### src/verilog/bip_params.svh
// Constants for the bay interlock and power capability block.
// Assumes inclusion by bare name from the interlock and capability table modules.
`ifndef BIP_PARAMS_SVH
`define BIP_PARAMS_SVH

// ==========================================================
// Entry field positions
`define BIP_VOLT_MSB 31
`define BIP_VOLT_LSB 24
`define BIP_TYPE_MSB 23
`define BIP_TYPE_LSB 22
`define BIP_MW_MSB 21
`define BIP_MW_LSB 0

// ==========================================================
// Field codes
`define BIP_VOLT_3V3 8'h21
`define BIP_VOLT_5V0 8'h32
`define BIP_VOLT_12V 8'h78
`define BIP_VOLT_TOTAL 8'hFF
`define BIP_TYPE_CONT 2'h0
`define BIP_TYPE_PEAK 2'h1
`define BIP_TYPE_THERM 2'h0
`define BIP_TYPE_AGGR 2'h1

// ==========================================================
// Entry slot indexes
`define BIP_SLOT_CONT_3V3 3'h0
`define BIP_SLOT_CONT_5V0 3'h1
`define BIP_SLOT_CONT_12V 3'h2
`define BIP_SLOT_TOTAL 3'h3
`define BIP_SLOT_PEAK_3V3 3'h4
`define BIP_SLOT_PEAK_5V0 3'h5
`define BIP_SLOT_PEAK_12V 3'h6
`define BIP_SLOT_THERM 3'h7
`define BIP_MIN_SLOTS 3'h4

// ==========================================================
// Reset values
`define BIP_RST_ENGAGED 1'b1
`define BIP_RST_REQ 1'b0
`define BIP_RST_DATA 32'h00000000

`endif

### src/verilog/bip_pkg.sv
// Types for the bay interlock and power capability block.
// Assumes bip_params.svh is on the include path.
package bip_pkg;
    // Gray along locked -> requested -> released
    typedef enum logic [1:0] {
        BIP_LOCKED = 2'h0,
        BIP_REQ = 2'h1,
        BIP_RELEASED = 2'h3
    } bip_state_t;

    typedef struct packed {
        logic [7:0] volt;
        logic [1:0] ptype;
        logic [21:0] mw;
    } bip_entry_t;
endpackage : bip_pkg

### src/verilog/bip_cap_if.sv
// Interface between the interlock top and the capability table.
// Assumes bip_pkg is compiled first.
`timescale 1ns/1ps
interface bip_cap_if;
    import bip_pkg::*;
    logic [2:0] idx;
    bip_entry_t entry;
    logic present;
    modport table_side (input idx, output entry, output present);
    modport reader (output idx, input entry, input present);
endinterface : bip_cap_if

### src/verilog/bip_interlock.sv
// Bay removal interlock with removal request handshake and the
// read-only power capability table.
// Assumes host pulses are on core_clk; button, theft lock and
// presence pins are asynchronous.
`timescale 1ns/1ps
`include "bip_params.svh"

// Contract
// - Bay interlock holds the device until the host commands release.
// - Button or software press raises a request; lock holds until authorized.
// - Each entry is 32 bits: 8 voltage, 2 type, 22 power.
// - Voltage field counts tenths of a volt, unsigned.
// - Rails coded as 3.3 V, 5.0 V and 12.0 V fixed codes.
// - Power field counts milliwatts, unsigned, 22 bits.
// - Type 00 is continuous power; types 10 and 11 never emitted.
// - Type 01 is absolute peak power, not an increment.
// - At least four entries: three continuous rails plus total.
// - Every supplied voltage has a continuous entry.
// - Peak entry optional; absent peak equals continuous.
// - Total power uses the total/thermal format.
// - Thermal entry only when it differs from total power.
// - Total/thermal entries carry all ones in the top byte.
// - Aggregate entry mandatory; absent thermal equals aggregate.
module bip_interlock #(
    parameter logic [21:0] CONT_3V3_MW = 22'h001770,
    parameter logic [21:0] CONT_5V0_MW = 22'h002710,
    parameter logic [21:0] CONT_12V_MW = 22'h004E20,
    parameter logic [21:0] TOTAL_MW = 22'h0061A8,
    parameter logic [21:0] PEAK_3V3_MW = 22'h000000,
    parameter logic [21:0] PEAK_5V0_MW = 22'h000000,
    parameter logic [21:0] PEAK_12V_MW = 22'h000000,
    parameter logic [21:0] THERM_MW = 22'h000000
) (
    // Clock and reset
    input wire logic core_clk,
    input wire logic nrst,
    // Bay pins
    input wire logic release_button,
    input wire logic theft_lock_pin,
    input wire logic device_present,
    output logic interlock_engaged_q,
    // Host interlock handshake
    input wire logic sw_release_req,
    input wire logic host_auth,
    input wire logic host_deny,
    input wire logic host_relock,
    output logic removal_req_q,
    output logic theft_lock_q,
    // Capability entry reads
    input wire logic cap_rd_req,
    input wire logic [2:0] cap_rd_idx,
    output logic cap_rd_valid_q,
    output logic cap_rd_present_q,
    output bip_pkg::bip_entry_t cap_rd_data_q
);
    import bip_pkg::*;

    // ==========================================================
    // Pin synchronisers
    logic [1:0] btn_s_q;
    logic btn_d1_q;
    logic [1:0] theft_s_q;
    logic [1:0] pres_s_q;
    logic press;

    always_ff @(posedge core_clk) begin
        if (!nrst) begin
            btn_s_q <= 2'h0;
            btn_d1_q <= 1'b0;
            theft_s_q <= 2'h0;
            pres_s_q <= 2'h0;
        end else begin
            btn_s_q <= {btn_s_q[0], release_button};
            btn_d1_q <= btn_s_q[1];
            theft_s_q <= {theft_s_q[0], theft_lock_pin};
            pres_s_q <= {pres_s_q[0], device_present};
        end
    end

    // Edge taken only from the second stage
    assign press = (btn_s_q[1] & ~btn_d1_q) | sw_release_req;

    // Reported so the host can check before authorizing
    always_ff @(posedge core_clk) begin
        if (!nrst) begin
            theft_lock_q <= 1'b0;
        end else begin
            theft_lock_q <= theft_s_q[1];
        end
    end

    // ==========================================================
    // Interlock state
    bip_state_t state_q;

    always_ff @(posedge core_clk) begin
        if (!nrst) begin
            state_q <= BIP_LOCKED;
        end else begin
            case (state_q)
                BIP_LOCKED: begin
                    if (press) begin
                        state_q <= BIP_REQ;
                    end
                end
                BIP_REQ: begin
                    // A fresh press beats a same-cycle deny
                    if (host_auth) begin
                        state_q <= BIP_RELEASED;
                    end else if (host_deny && !press) begin
                        state_q <= BIP_LOCKED;
                    end
                end
                BIP_RELEASED: begin
                    // Device gone or reuse requested: hold next insert
                    if (host_relock || !pres_s_q[1]) begin
                        state_q <= BIP_LOCKED;
                    end
                end
                default: begin
                    state_q <= BIP_LOCKED;
                end
            endcase
        end
    end

    always_ff @(posedge core_clk) begin
        if (!nrst) begin
            interlock_engaged_q <= `BIP_RST_ENGAGED;
            removal_req_q <= `BIP_RST_REQ;
        end else begin
            case (state_q)
                BIP_LOCKED: begin
                    interlock_engaged_q <= 1'b1;
                    removal_req_q <= press;
                end
                BIP_REQ: begin
                    interlock_engaged_q <= !host_auth;
                    removal_req_q <= !host_auth && !(host_deny && !press);
                end
                BIP_RELEASED: begin
                    interlock_engaged_q <= host_relock || !pres_s_q[1];
                    removal_req_q <= 1'b0;
                end
                default: begin
                    interlock_engaged_q <= 1'b1;
                    removal_req_q <= 1'b0;
                end
            endcase
        end
    end

    // ==========================================================
    // Capability entry reads
    bip_cap_if cap_bus ();

    assign cap_bus.idx = cap_rd_idx;

    bip_cap_table #(
        .CONT_3V3_MW(CONT_3V3_MW),
        .CONT_5V0_MW(CONT_5V0_MW),
        .CONT_12V_MW(CONT_12V_MW),
        .TOTAL_MW(TOTAL_MW),
        .PEAK_3V3_MW(PEAK_3V3_MW),
        .PEAK_5V0_MW(PEAK_5V0_MW),
        .PEAK_12V_MW(PEAK_12V_MW),
        .THERM_MW(THERM_MW)
    ) u_table (
        .cap(cap_bus.table_side)
    );

    always_ff @(posedge core_clk) begin
        if (!nrst) begin
            cap_rd_valid_q <= 1'b0;
            cap_rd_present_q <= 1'b0;
            cap_rd_data_q <= `BIP_RST_DATA;
        end else begin
            cap_rd_valid_q <= cap_rd_req;
            if (cap_rd_req) begin
                cap_rd_present_q <= cap_bus.present;
                cap_rd_data_q <= cap_bus.entry;
            end
        end
    end

    // ==========================================================
    // Checks
    chk_lock_after_reset: assert property (
        @(posedge core_clk) $rose(nrst) |-> interlock_engaged_q
            && !removal_req_q)
        else $error("interlock not engaged after reset");

    chk_release_needs_auth: assert property (
        @(posedge core_clk) disable iff (!nrst)
        $fell(interlock_engaged_q) |-> $past(host_auth)
            && $past(state_q) == BIP_REQ)
        else $error("interlock released without authorization");

    chk_press_raises_req: assert property (
        @(posedge core_clk) disable iff (!nrst)
        state_q == BIP_LOCKED && sw_release_req |=>
            removal_req_q && interlock_engaged_q)
        else $error("press did not raise removal request");

    chk_req_holds_lock: assert property (
        @(posedge core_clk) disable iff (!nrst)
        removal_req_q |-> interlock_engaged_q)
        else $error("lock open while request pending");

    chk_read_answer: assert property (
        @(posedge core_clk) disable iff (!nrst)
        cap_rd_req |=> cap_rd_valid_q ##0
            cap_rd_data_q == $past(cap_bus.entry))
        else $error("entry read answer wrong or late");

    chk_no_reserved_type: assert property (
        @(posedge core_clk) disable iff (!nrst)
        cap_rd_valid_q |-> cap_rd_data_q.ptype[1] == 1'b0)
        else $error("reserved power type emitted");

    chk_min_entries: assert property (
        @(posedge core_clk) disable iff (!nrst)
        cap_rd_req && cap_rd_idx < `BIP_MIN_SLOTS |=> cap_rd_present_q)
        else $error("mandatory entry missing");

    chk_volt_codes: assert property (
        @(posedge core_clk) disable iff (!nrst)
        cap_rd_req && cap_rd_idx == `BIP_SLOT_CONT_12V |=>
            cap_rd_data_q.volt == `BIP_VOLT_12V)
        else $error("wrong 12 V rail code");

    chk_total_format: assert property (
        @(posedge core_clk) disable iff (!nrst)
        cap_rd_req && cap_rd_idx == `BIP_SLOT_TOTAL |=>
            cap_rd_data_q.volt == `BIP_VOLT_TOTAL
            && cap_rd_data_q.ptype == `BIP_TYPE_AGGR)
        else $error("total entry format wrong");

    cov_full_release: cover property (
        @(posedge core_clk) disable iff (!nrst)
        removal_req_q ##1 !interlock_engaged_q);

    cov_denied: cover property (
        @(posedge core_clk) disable iff (!nrst)
        state_q == BIP_REQ && host_deny ##1 state_q == BIP_LOCKED);

    cov_removed: cover property (
        @(posedge core_clk) disable iff (!nrst)
        !interlock_engaged_q ##1 interlock_engaged_q);

    cov_absent_read: cover property (
        @(posedge core_clk) disable iff (!nrst)
        cap_rd_valid_q && !cap_rd_present_q);
endmodule : bip_interlock

### src/verilog/bip_cap_table.sv
// Constant table of power capability entries, selected by slot index.
// Assumes the reader registers the answer; this module is combinational.
`timescale 1ns/1ps
`include "bip_params.svh"
module bip_cap_table #(
    parameter logic [21:0] CONT_3V3_MW = 22'h001770,
    parameter logic [21:0] CONT_5V0_MW = 22'h002710,
    parameter logic [21:0] CONT_12V_MW = 22'h004E20,
    parameter logic [21:0] TOTAL_MW = 22'h0061A8,
    // Zero means no peak entry: peak equals continuous
    parameter logic [21:0] PEAK_3V3_MW = 22'h000000,
    parameter logic [21:0] PEAK_5V0_MW = 22'h000000,
    parameter logic [21:0] PEAK_12V_MW = 22'h000000,
    // Zero means thermal equals total
    parameter logic [21:0] THERM_MW = 22'h000000
) (
    bip_cap_if.table_side cap
);
    import bip_pkg::*;

    function automatic bip_entry_t mk(input logic [7:0] v,
                                      input logic [1:0] t,
                                      input logic [21:0] mw);
        bip_entry_t e;
        e.volt = v;
        e.ptype = t;
        e.mw = mw;
        return e;
    endfunction : mk

    // ==========================================================
    // Slot decode
    always_comb begin
        cap.present = 1'b1;
        case (cap.idx)
            `BIP_SLOT_CONT_3V3:
                cap.entry = mk(`BIP_VOLT_3V3, `BIP_TYPE_CONT,
                               CONT_3V3_MW);
            `BIP_SLOT_CONT_5V0:
                cap.entry = mk(`BIP_VOLT_5V0, `BIP_TYPE_CONT,
                               CONT_5V0_MW);
            `BIP_SLOT_CONT_12V:
                cap.entry = mk(`BIP_VOLT_12V, `BIP_TYPE_CONT,
                               CONT_12V_MW);
            `BIP_SLOT_TOTAL:
                cap.entry = mk(`BIP_VOLT_TOTAL, `BIP_TYPE_AGGR,
                               TOTAL_MW);
            `BIP_SLOT_PEAK_3V3: begin
                cap.entry = mk(`BIP_VOLT_3V3, `BIP_TYPE_PEAK,
                               PEAK_3V3_MW);
                cap.present = (PEAK_3V3_MW != 22'h000000);
            end
            `BIP_SLOT_PEAK_5V0: begin
                cap.entry = mk(`BIP_VOLT_5V0, `BIP_TYPE_PEAK,
                               PEAK_5V0_MW);
                cap.present = (PEAK_5V0_MW != 22'h000000);
            end
            `BIP_SLOT_PEAK_12V: begin
                cap.entry = mk(`BIP_VOLT_12V, `BIP_TYPE_PEAK,
                               PEAK_12V_MW);
                cap.present = (PEAK_12V_MW != 22'h000000);
            end
            default: begin
                cap.entry = mk(`BIP_VOLT_TOTAL, `BIP_TYPE_THERM,
                               THERM_MW);
                // Only offered when it differs from the total
                cap.present = (THERM_MW != 22'h000000) &&
                              (THERM_MW != TOTAL_MW);
            end
        endcase
        if (!cap.present) begin
            cap.entry = mk(8'h00, 2'h0, 22'h000000);
        end
    end
endmodule : bip_cap_table

### config.mk
export PLATFORM = sky130hd
export DESIGN_NAME = bip_interlock
export DESIGN_NICKNAME = d
export VERILOG_FILES = /design/src/verilog/bip_pkg.sv /design/src/verilog/bip_cap_if.sv /design/src/verilog/bip_interlock.sv /design/src/verilog/bip_cap_table.sv
export VERILOG_INCLUDE_DIRS = /design/src /design/src/verilog
export SDC_FILE = /design/constraint.sdc
export NUM_CORES = 1
export LEC_CHECK = 0
export ABC_AREA = 1
export ABC_CLOCK_PERIOD_IN_PS = 1000
export BUFFER_PORTS_ARGS = -buffer_cell sky130_fd_sc_hd__buf_2
export CAP_MARGIN = 20
export CORE_MARGIN = 1
export CORE_UTILIZATION = 42
export DETAILED_ROUTE_END_ITERATION = 12
export PLACE_DENSITY = 0.74
export SLEW_MARGIN = 20
export SYNTH_ARGS = -nofsm -noshare
export SYNTH_HDL_FRONTEND = slang
export SYNTH_SLANG_ARGS = --single-unit
### constraint.sdc
create_clock -name core_clk -period 1 [get_ports core_clk]
set_clock_uncertainty 0.2 [all_clocks]
set_input_delay 0 -clock core_clk [delete_from_list [all_inputs] [get_ports core_clk]]
set_output_delay 0 -clock core_clk [all_outputs]
set_load 0.01 [all_outputs]
* Word level (Yosys, flattened, before mapping) *
Cells that the tools add are included.

storage, ports and cells
  flip-flop bits (word level) = 46
  input bits = 13
  output and inout bits = 37
  word-level logic and storage cells = 48

operators by class
  equal/unequal tests = 11
  mux-type cells = 10
  bitwise operators = 3
  reduce and logical (&&, ||, !) cells = 11

operators by type and width
  cell                                            count
  one-hot mux 32 bit (7 select lines)             1
  2-to-1 mux 32 bit                               1
  == test 3 bit (second input constant)           3
  2-to-1 mux 2 bit                                4
  == test 3 x 2 -> 1 bit (second input constant)  2
  one-hot mux 2 bit (3 select lines)              1
  zero test 1 bit                                 4
  != test 2 bit (second input constant)           2
  one-hot mux 1 bit (2 select lines)              2
  OR reduction 4 bit                              1
  == test 3 x 1 -> 1 bit (second input constant)  1
  zero test 3 bit                                 1
  != test 3 bit (second input constant)           1
  AND reduction 3 bit                             1
  == test 2 x 1 -> 1 bit (second input constant)  1
  == test 2 bit (second input constant)           1
  logical AND 1 bit                               2
  zero test 2 bit                                 1
  AND 1 bit                                       1
  logical OR 1 bit                                1
  2-to-1 mux 1 bit                                1
  inverter 1 bit                                  1
  OR 1 bit                                        1

* Depth between registers and ports, before layout *
  depth after elaboration = 8
  mapped depth = 8
  mapped depth without buffers = 8

* Modules after synthesis *
A second synthesis with hierarchy kept.

second synthesis, totals
  cells, all modules = 242
  area total of the unflattened synthesis = 1844.3 um^2

modules (own cells, without submodules)
  module         times used  cells each  area each (um^2)  sequential area each (um^2)
  bip_interlock  1           202         1612.8            920.9
  bip_cap_table  1           40          231.5             0.0

* Worst setup path before layout *
No wires, ideal clock.

  kind = register -> register
  from = reg state_q[1]
  to = reg state_q[0]
  library setup time = 0.064 ns
  arrival time = 0.774 ns
  required time = 0.736 ns
  slack = -0.038 ns
  stages on the path, launching flop included = 8
  buffers on the path = 0
  period minus slack after synthesis = 1.038 ns
  cells stage by stage = dfxtp_1 > nor2_1 > nand3_1 > nand2_1 > inv_1 > nand3_1 > nand2_1 > nor2_1

on the way
  word-level cells in the longest chain between the ends = 3
  elaborated cells between the ends (all ways) = 8
  those cells by class = eq/ne: 5; mux: 1; reduce/logical: 2

ends and longest elaborated chain
  element                                                                 RTL line              source
  start: declaration                                                      bip_interlock.sv:94   bip_state_t state_q;
  start signal: assignment                                                bip_interlock.sv:98   state_q <= BIP_LOCKED;
  start signal: assignment                                                bip_interlock.sv:103  state_q <= BIP_REQ;
  start signal: assignment                                                bip_interlock.sv:109  state_q <= BIP_RELEASED;
  == test 2 x 1 -> 1 bit (tied with other cells)                          bip_interlock.sv:100  case (state_q)
  != test 3 bit (no source line) / != test 2 bit (equally long branches)  n/a
  AND reduction 3 bit (no source line)                                    n/a

Several ways; a longest one is shown, not always the timed one.
A chain may end at the register's enable or synchronous reset.

* Final worst setup path *
  from = reg state_q[0]
  to = reg state_q[0]

The elaborated chain is that of the path after synthesis.

==> metrics <==
crit-path most repeated cell nand2_1; Worst EP arrival 1.24 ns; Synth Warn # 0; Synth area leaders dfxtp_1 (46%), buf_4 (12%), nand2_1 (11%); endpoints failing hold 27; # port buffers 38; Post-Place Cell Area 1343 sq um; top-area cell type share of the netlist area 46.35%; Hold WC Path Type input port to flop; ant diodes 0; RSZ-0062 raised after global routing true; largest net degree at the start of global routing 17; leakage 0.8840 nW; clock sinks 27; Longest Clk Path Bufs 2; Worst path slowest cell dfxtp_4; critical path data required time 1.09 ns; DR iter-0 viols 15; Crit Path Category flop to flop; Worst-Skew Late Latency 0.34 ns; initial core utilization 45.82%; area of the die 2991 sq um; cell taking the most area after synthesis dfxtp_1; row cnt 18; critical path, cell by cell nor2_4 > nand3_2 > nand2_1 > inv_1 > nand3_1 > nand2_1 > nor2_1; Internal 1.488 mW; failing checks hold timing, setup timing; register area share after synthesis 46.35%; status finished with violations; Synth Instances 149; CTS Root Cell clkbuf_4; TritonCTS clock tree done; area grow syn2layout 41.74%; syn_area_per_cell 7.826 sq um; share of cells above drive strength 1 43.88%; CTS Buf Count 3; first-pass GRT wire length 3981 microns; most common cell after layout, fill and taps aside nand2_1; core footprint 2545 sq um; final setup fails 25; Sw Ratio 27.91%; Cell Pwr Density 1249 nW/um^2; FMAX 0.8650 GHz; # IOs 50; vias per std cell 4.575; most frequent cells in the layout nand2_1 (34), inv_1 (26), buf_6 (23); detailed-route via count 1034; Final Cycle Share 115.6%; Distinct cells, synth 19; slowest stage delay, CP 0.39 ns; nets@finish 214; final worst setup slack -0.1560 ns; total track usage 19.09%; Clock transition at path regs 0.15 ns; Routed wire per std cell 10.95 microns; Flop pwr share 56.9%; drt first pass iters 4; hold_ws -0.2590 ns; Tot Pwr 2.065 mW; VDD IR max 0.001065 V; final antenna-violating net count 0; die height 54.69 microns; wirelength, routed 2474 microns; DRC 0; H-tree levels 1; initial antenna violation count 0; Final Max Slew Viols 0; Post-Syn Area 1166 sq um; power share of the combinational group 19.4%; startpoint types flop; post-DP HPWL 1741 microns; Clk pwr share 23.7%; FF+latch count, synth 27; Setup Slack @ Placement -0.1789 ns; Crit Path Max Fanout 4; Die Width 54.69 microns; fin crit period 1.156 ns; number of global-route vias before repair 936; max-cap violations 0; design area 1653 sq um; routability cong. 0.7612; Congestion Overflow GR 0; CP Capture Type flop; sw power 0.5764 mW
-- layout make-up --
cell class / instances / area [sq um]
clock inverter: 1 / 7.507
inverter: 28 / 105.1
tap: 30 / 37.54
clock buffer: 3 / 22.52
sequential: 27 / 578.1
timing repair buffer: 55 / 471.7
multi-input combinational: 82 / 430.4
fill: 218 / 892.1
-- cell families (layout without fill, tap and decap cells) --
| kind of cell | after synthesis | in the layout | share of synthesized area (%) |
|---|---|---|---|
| buf+inv | 50 | 87 | 22.32 |
| simple gates | 49 | 49 | 17.81 |
| flops | 27 | 27 | 46.35 |
| compound gates | 18 | 18 | 8.906 |
| fa+ha+maj | 4 | 4 | 4.292 |
| other cells | 1 | 11 | 0.3216 |
-- through the flow --
step	hold WS [ns]	util, %	TNS [ns]	cells
after floorplan	-0.1065	-	-0.01993	159
after global placement	-0.01741	52.75	-0.9184	213
after detailed placement	-0.01345	52.75	-1.883	213
after CTS	-0.2623	63.52	-1.207	224
after global routing	-0.2356	64.95	-2.363	226
final	-0.2590	64.95	-1.222	226
-- sequential cells by signal, indices dropped and copies added, names as in the netlist --
signal,flops
btn_d1_q,1
theft_s_q,2
theft_lock_q,1
pres_s_q,2
interlock_engaged_q,1
state_q,2
removal_req_q,1
cap_rd_valid_q,1
btn_s_q,2
cap_rd_data_q,14
-- critical path, delay by kind of cell (launching register included) --
kind	cells	cell delay [ns]
buffers and inverters	1	0.04
DFF	1	0.39
and+or+nand+nor	6	0.47
-- power groups by stage --
stage / clock network (mW) / registers (mW) / logic, mW
4_1_cts: 0.506 / 1.18 / 0.382
6_report: 0.490 / 1.17 / 0.400
5_1_grt: 0.539 / 1.18 / 0.447
3_5_place_dp: 0 / 1.18 / 0.306
2_1_floorplan: 0 / 1.20 / 0.210
3_3_place_gp: 0 / 1.18 / 0.293
-- synthesized netlist by cell type --
cell type / count
nand2_1: 35
dfxtp_1: 27
inv_1: 27
buf_4: 19
a21oi_1: 12
nand3_1: 8
ha_1: 4
o21ai_2: 3
clkbuf_1: 2
nor2_1: 2
o21ai_0: 2
buf_2: 1
conb_1: 1
inv_2: 1
nand2_2: 1
nand4_1: 1
nor2_4: 1
nor3_1: 1
o211ai_1: 1
-- per-layer routing --
metal	routed length, microns	part of all wire, %	GRT usage (%)
met5	0	0	0
met2	1339	54	36.55
met1	931	38	19.36
met3	124	5.0	3.333
met4	78	3.2	9.402
-- worst paths after layout --
| check | start | end | slack, ns | cells past startpoint |
|---|---|---|---|---|
| max | state_q[0]$_SDFFE_PN0P_ | state_q[0]$_SDFFE_PN0P_ | -0.16 | 7 |
| min reg2reg | pres_s_q[0]$_SDFF_PN0_ | pres_s_q[1]$_SDFF_PN0_ | 0.23 | 2 |
| min | host_relock | state_q[1]$_SDFFE_PN0P_ | -0.26 | 4 |
| max reg2reg | state_q[0]$_SDFFE_PN0P_ | state_q[0]$_SDFFE_PN0P_ | -0.16 | 7 |
-- timing repair --
action                                  in CTS  in global routing
endpoints found under the hold margin       27                 27
endpoints found under the setup margin      26                 34
gates resized for setup                     44                  8
pin swaps                                    2                  1
setup buffers                                2                  3
hold buffers                                 5                  1
Power figures use the tool's default switching activity.
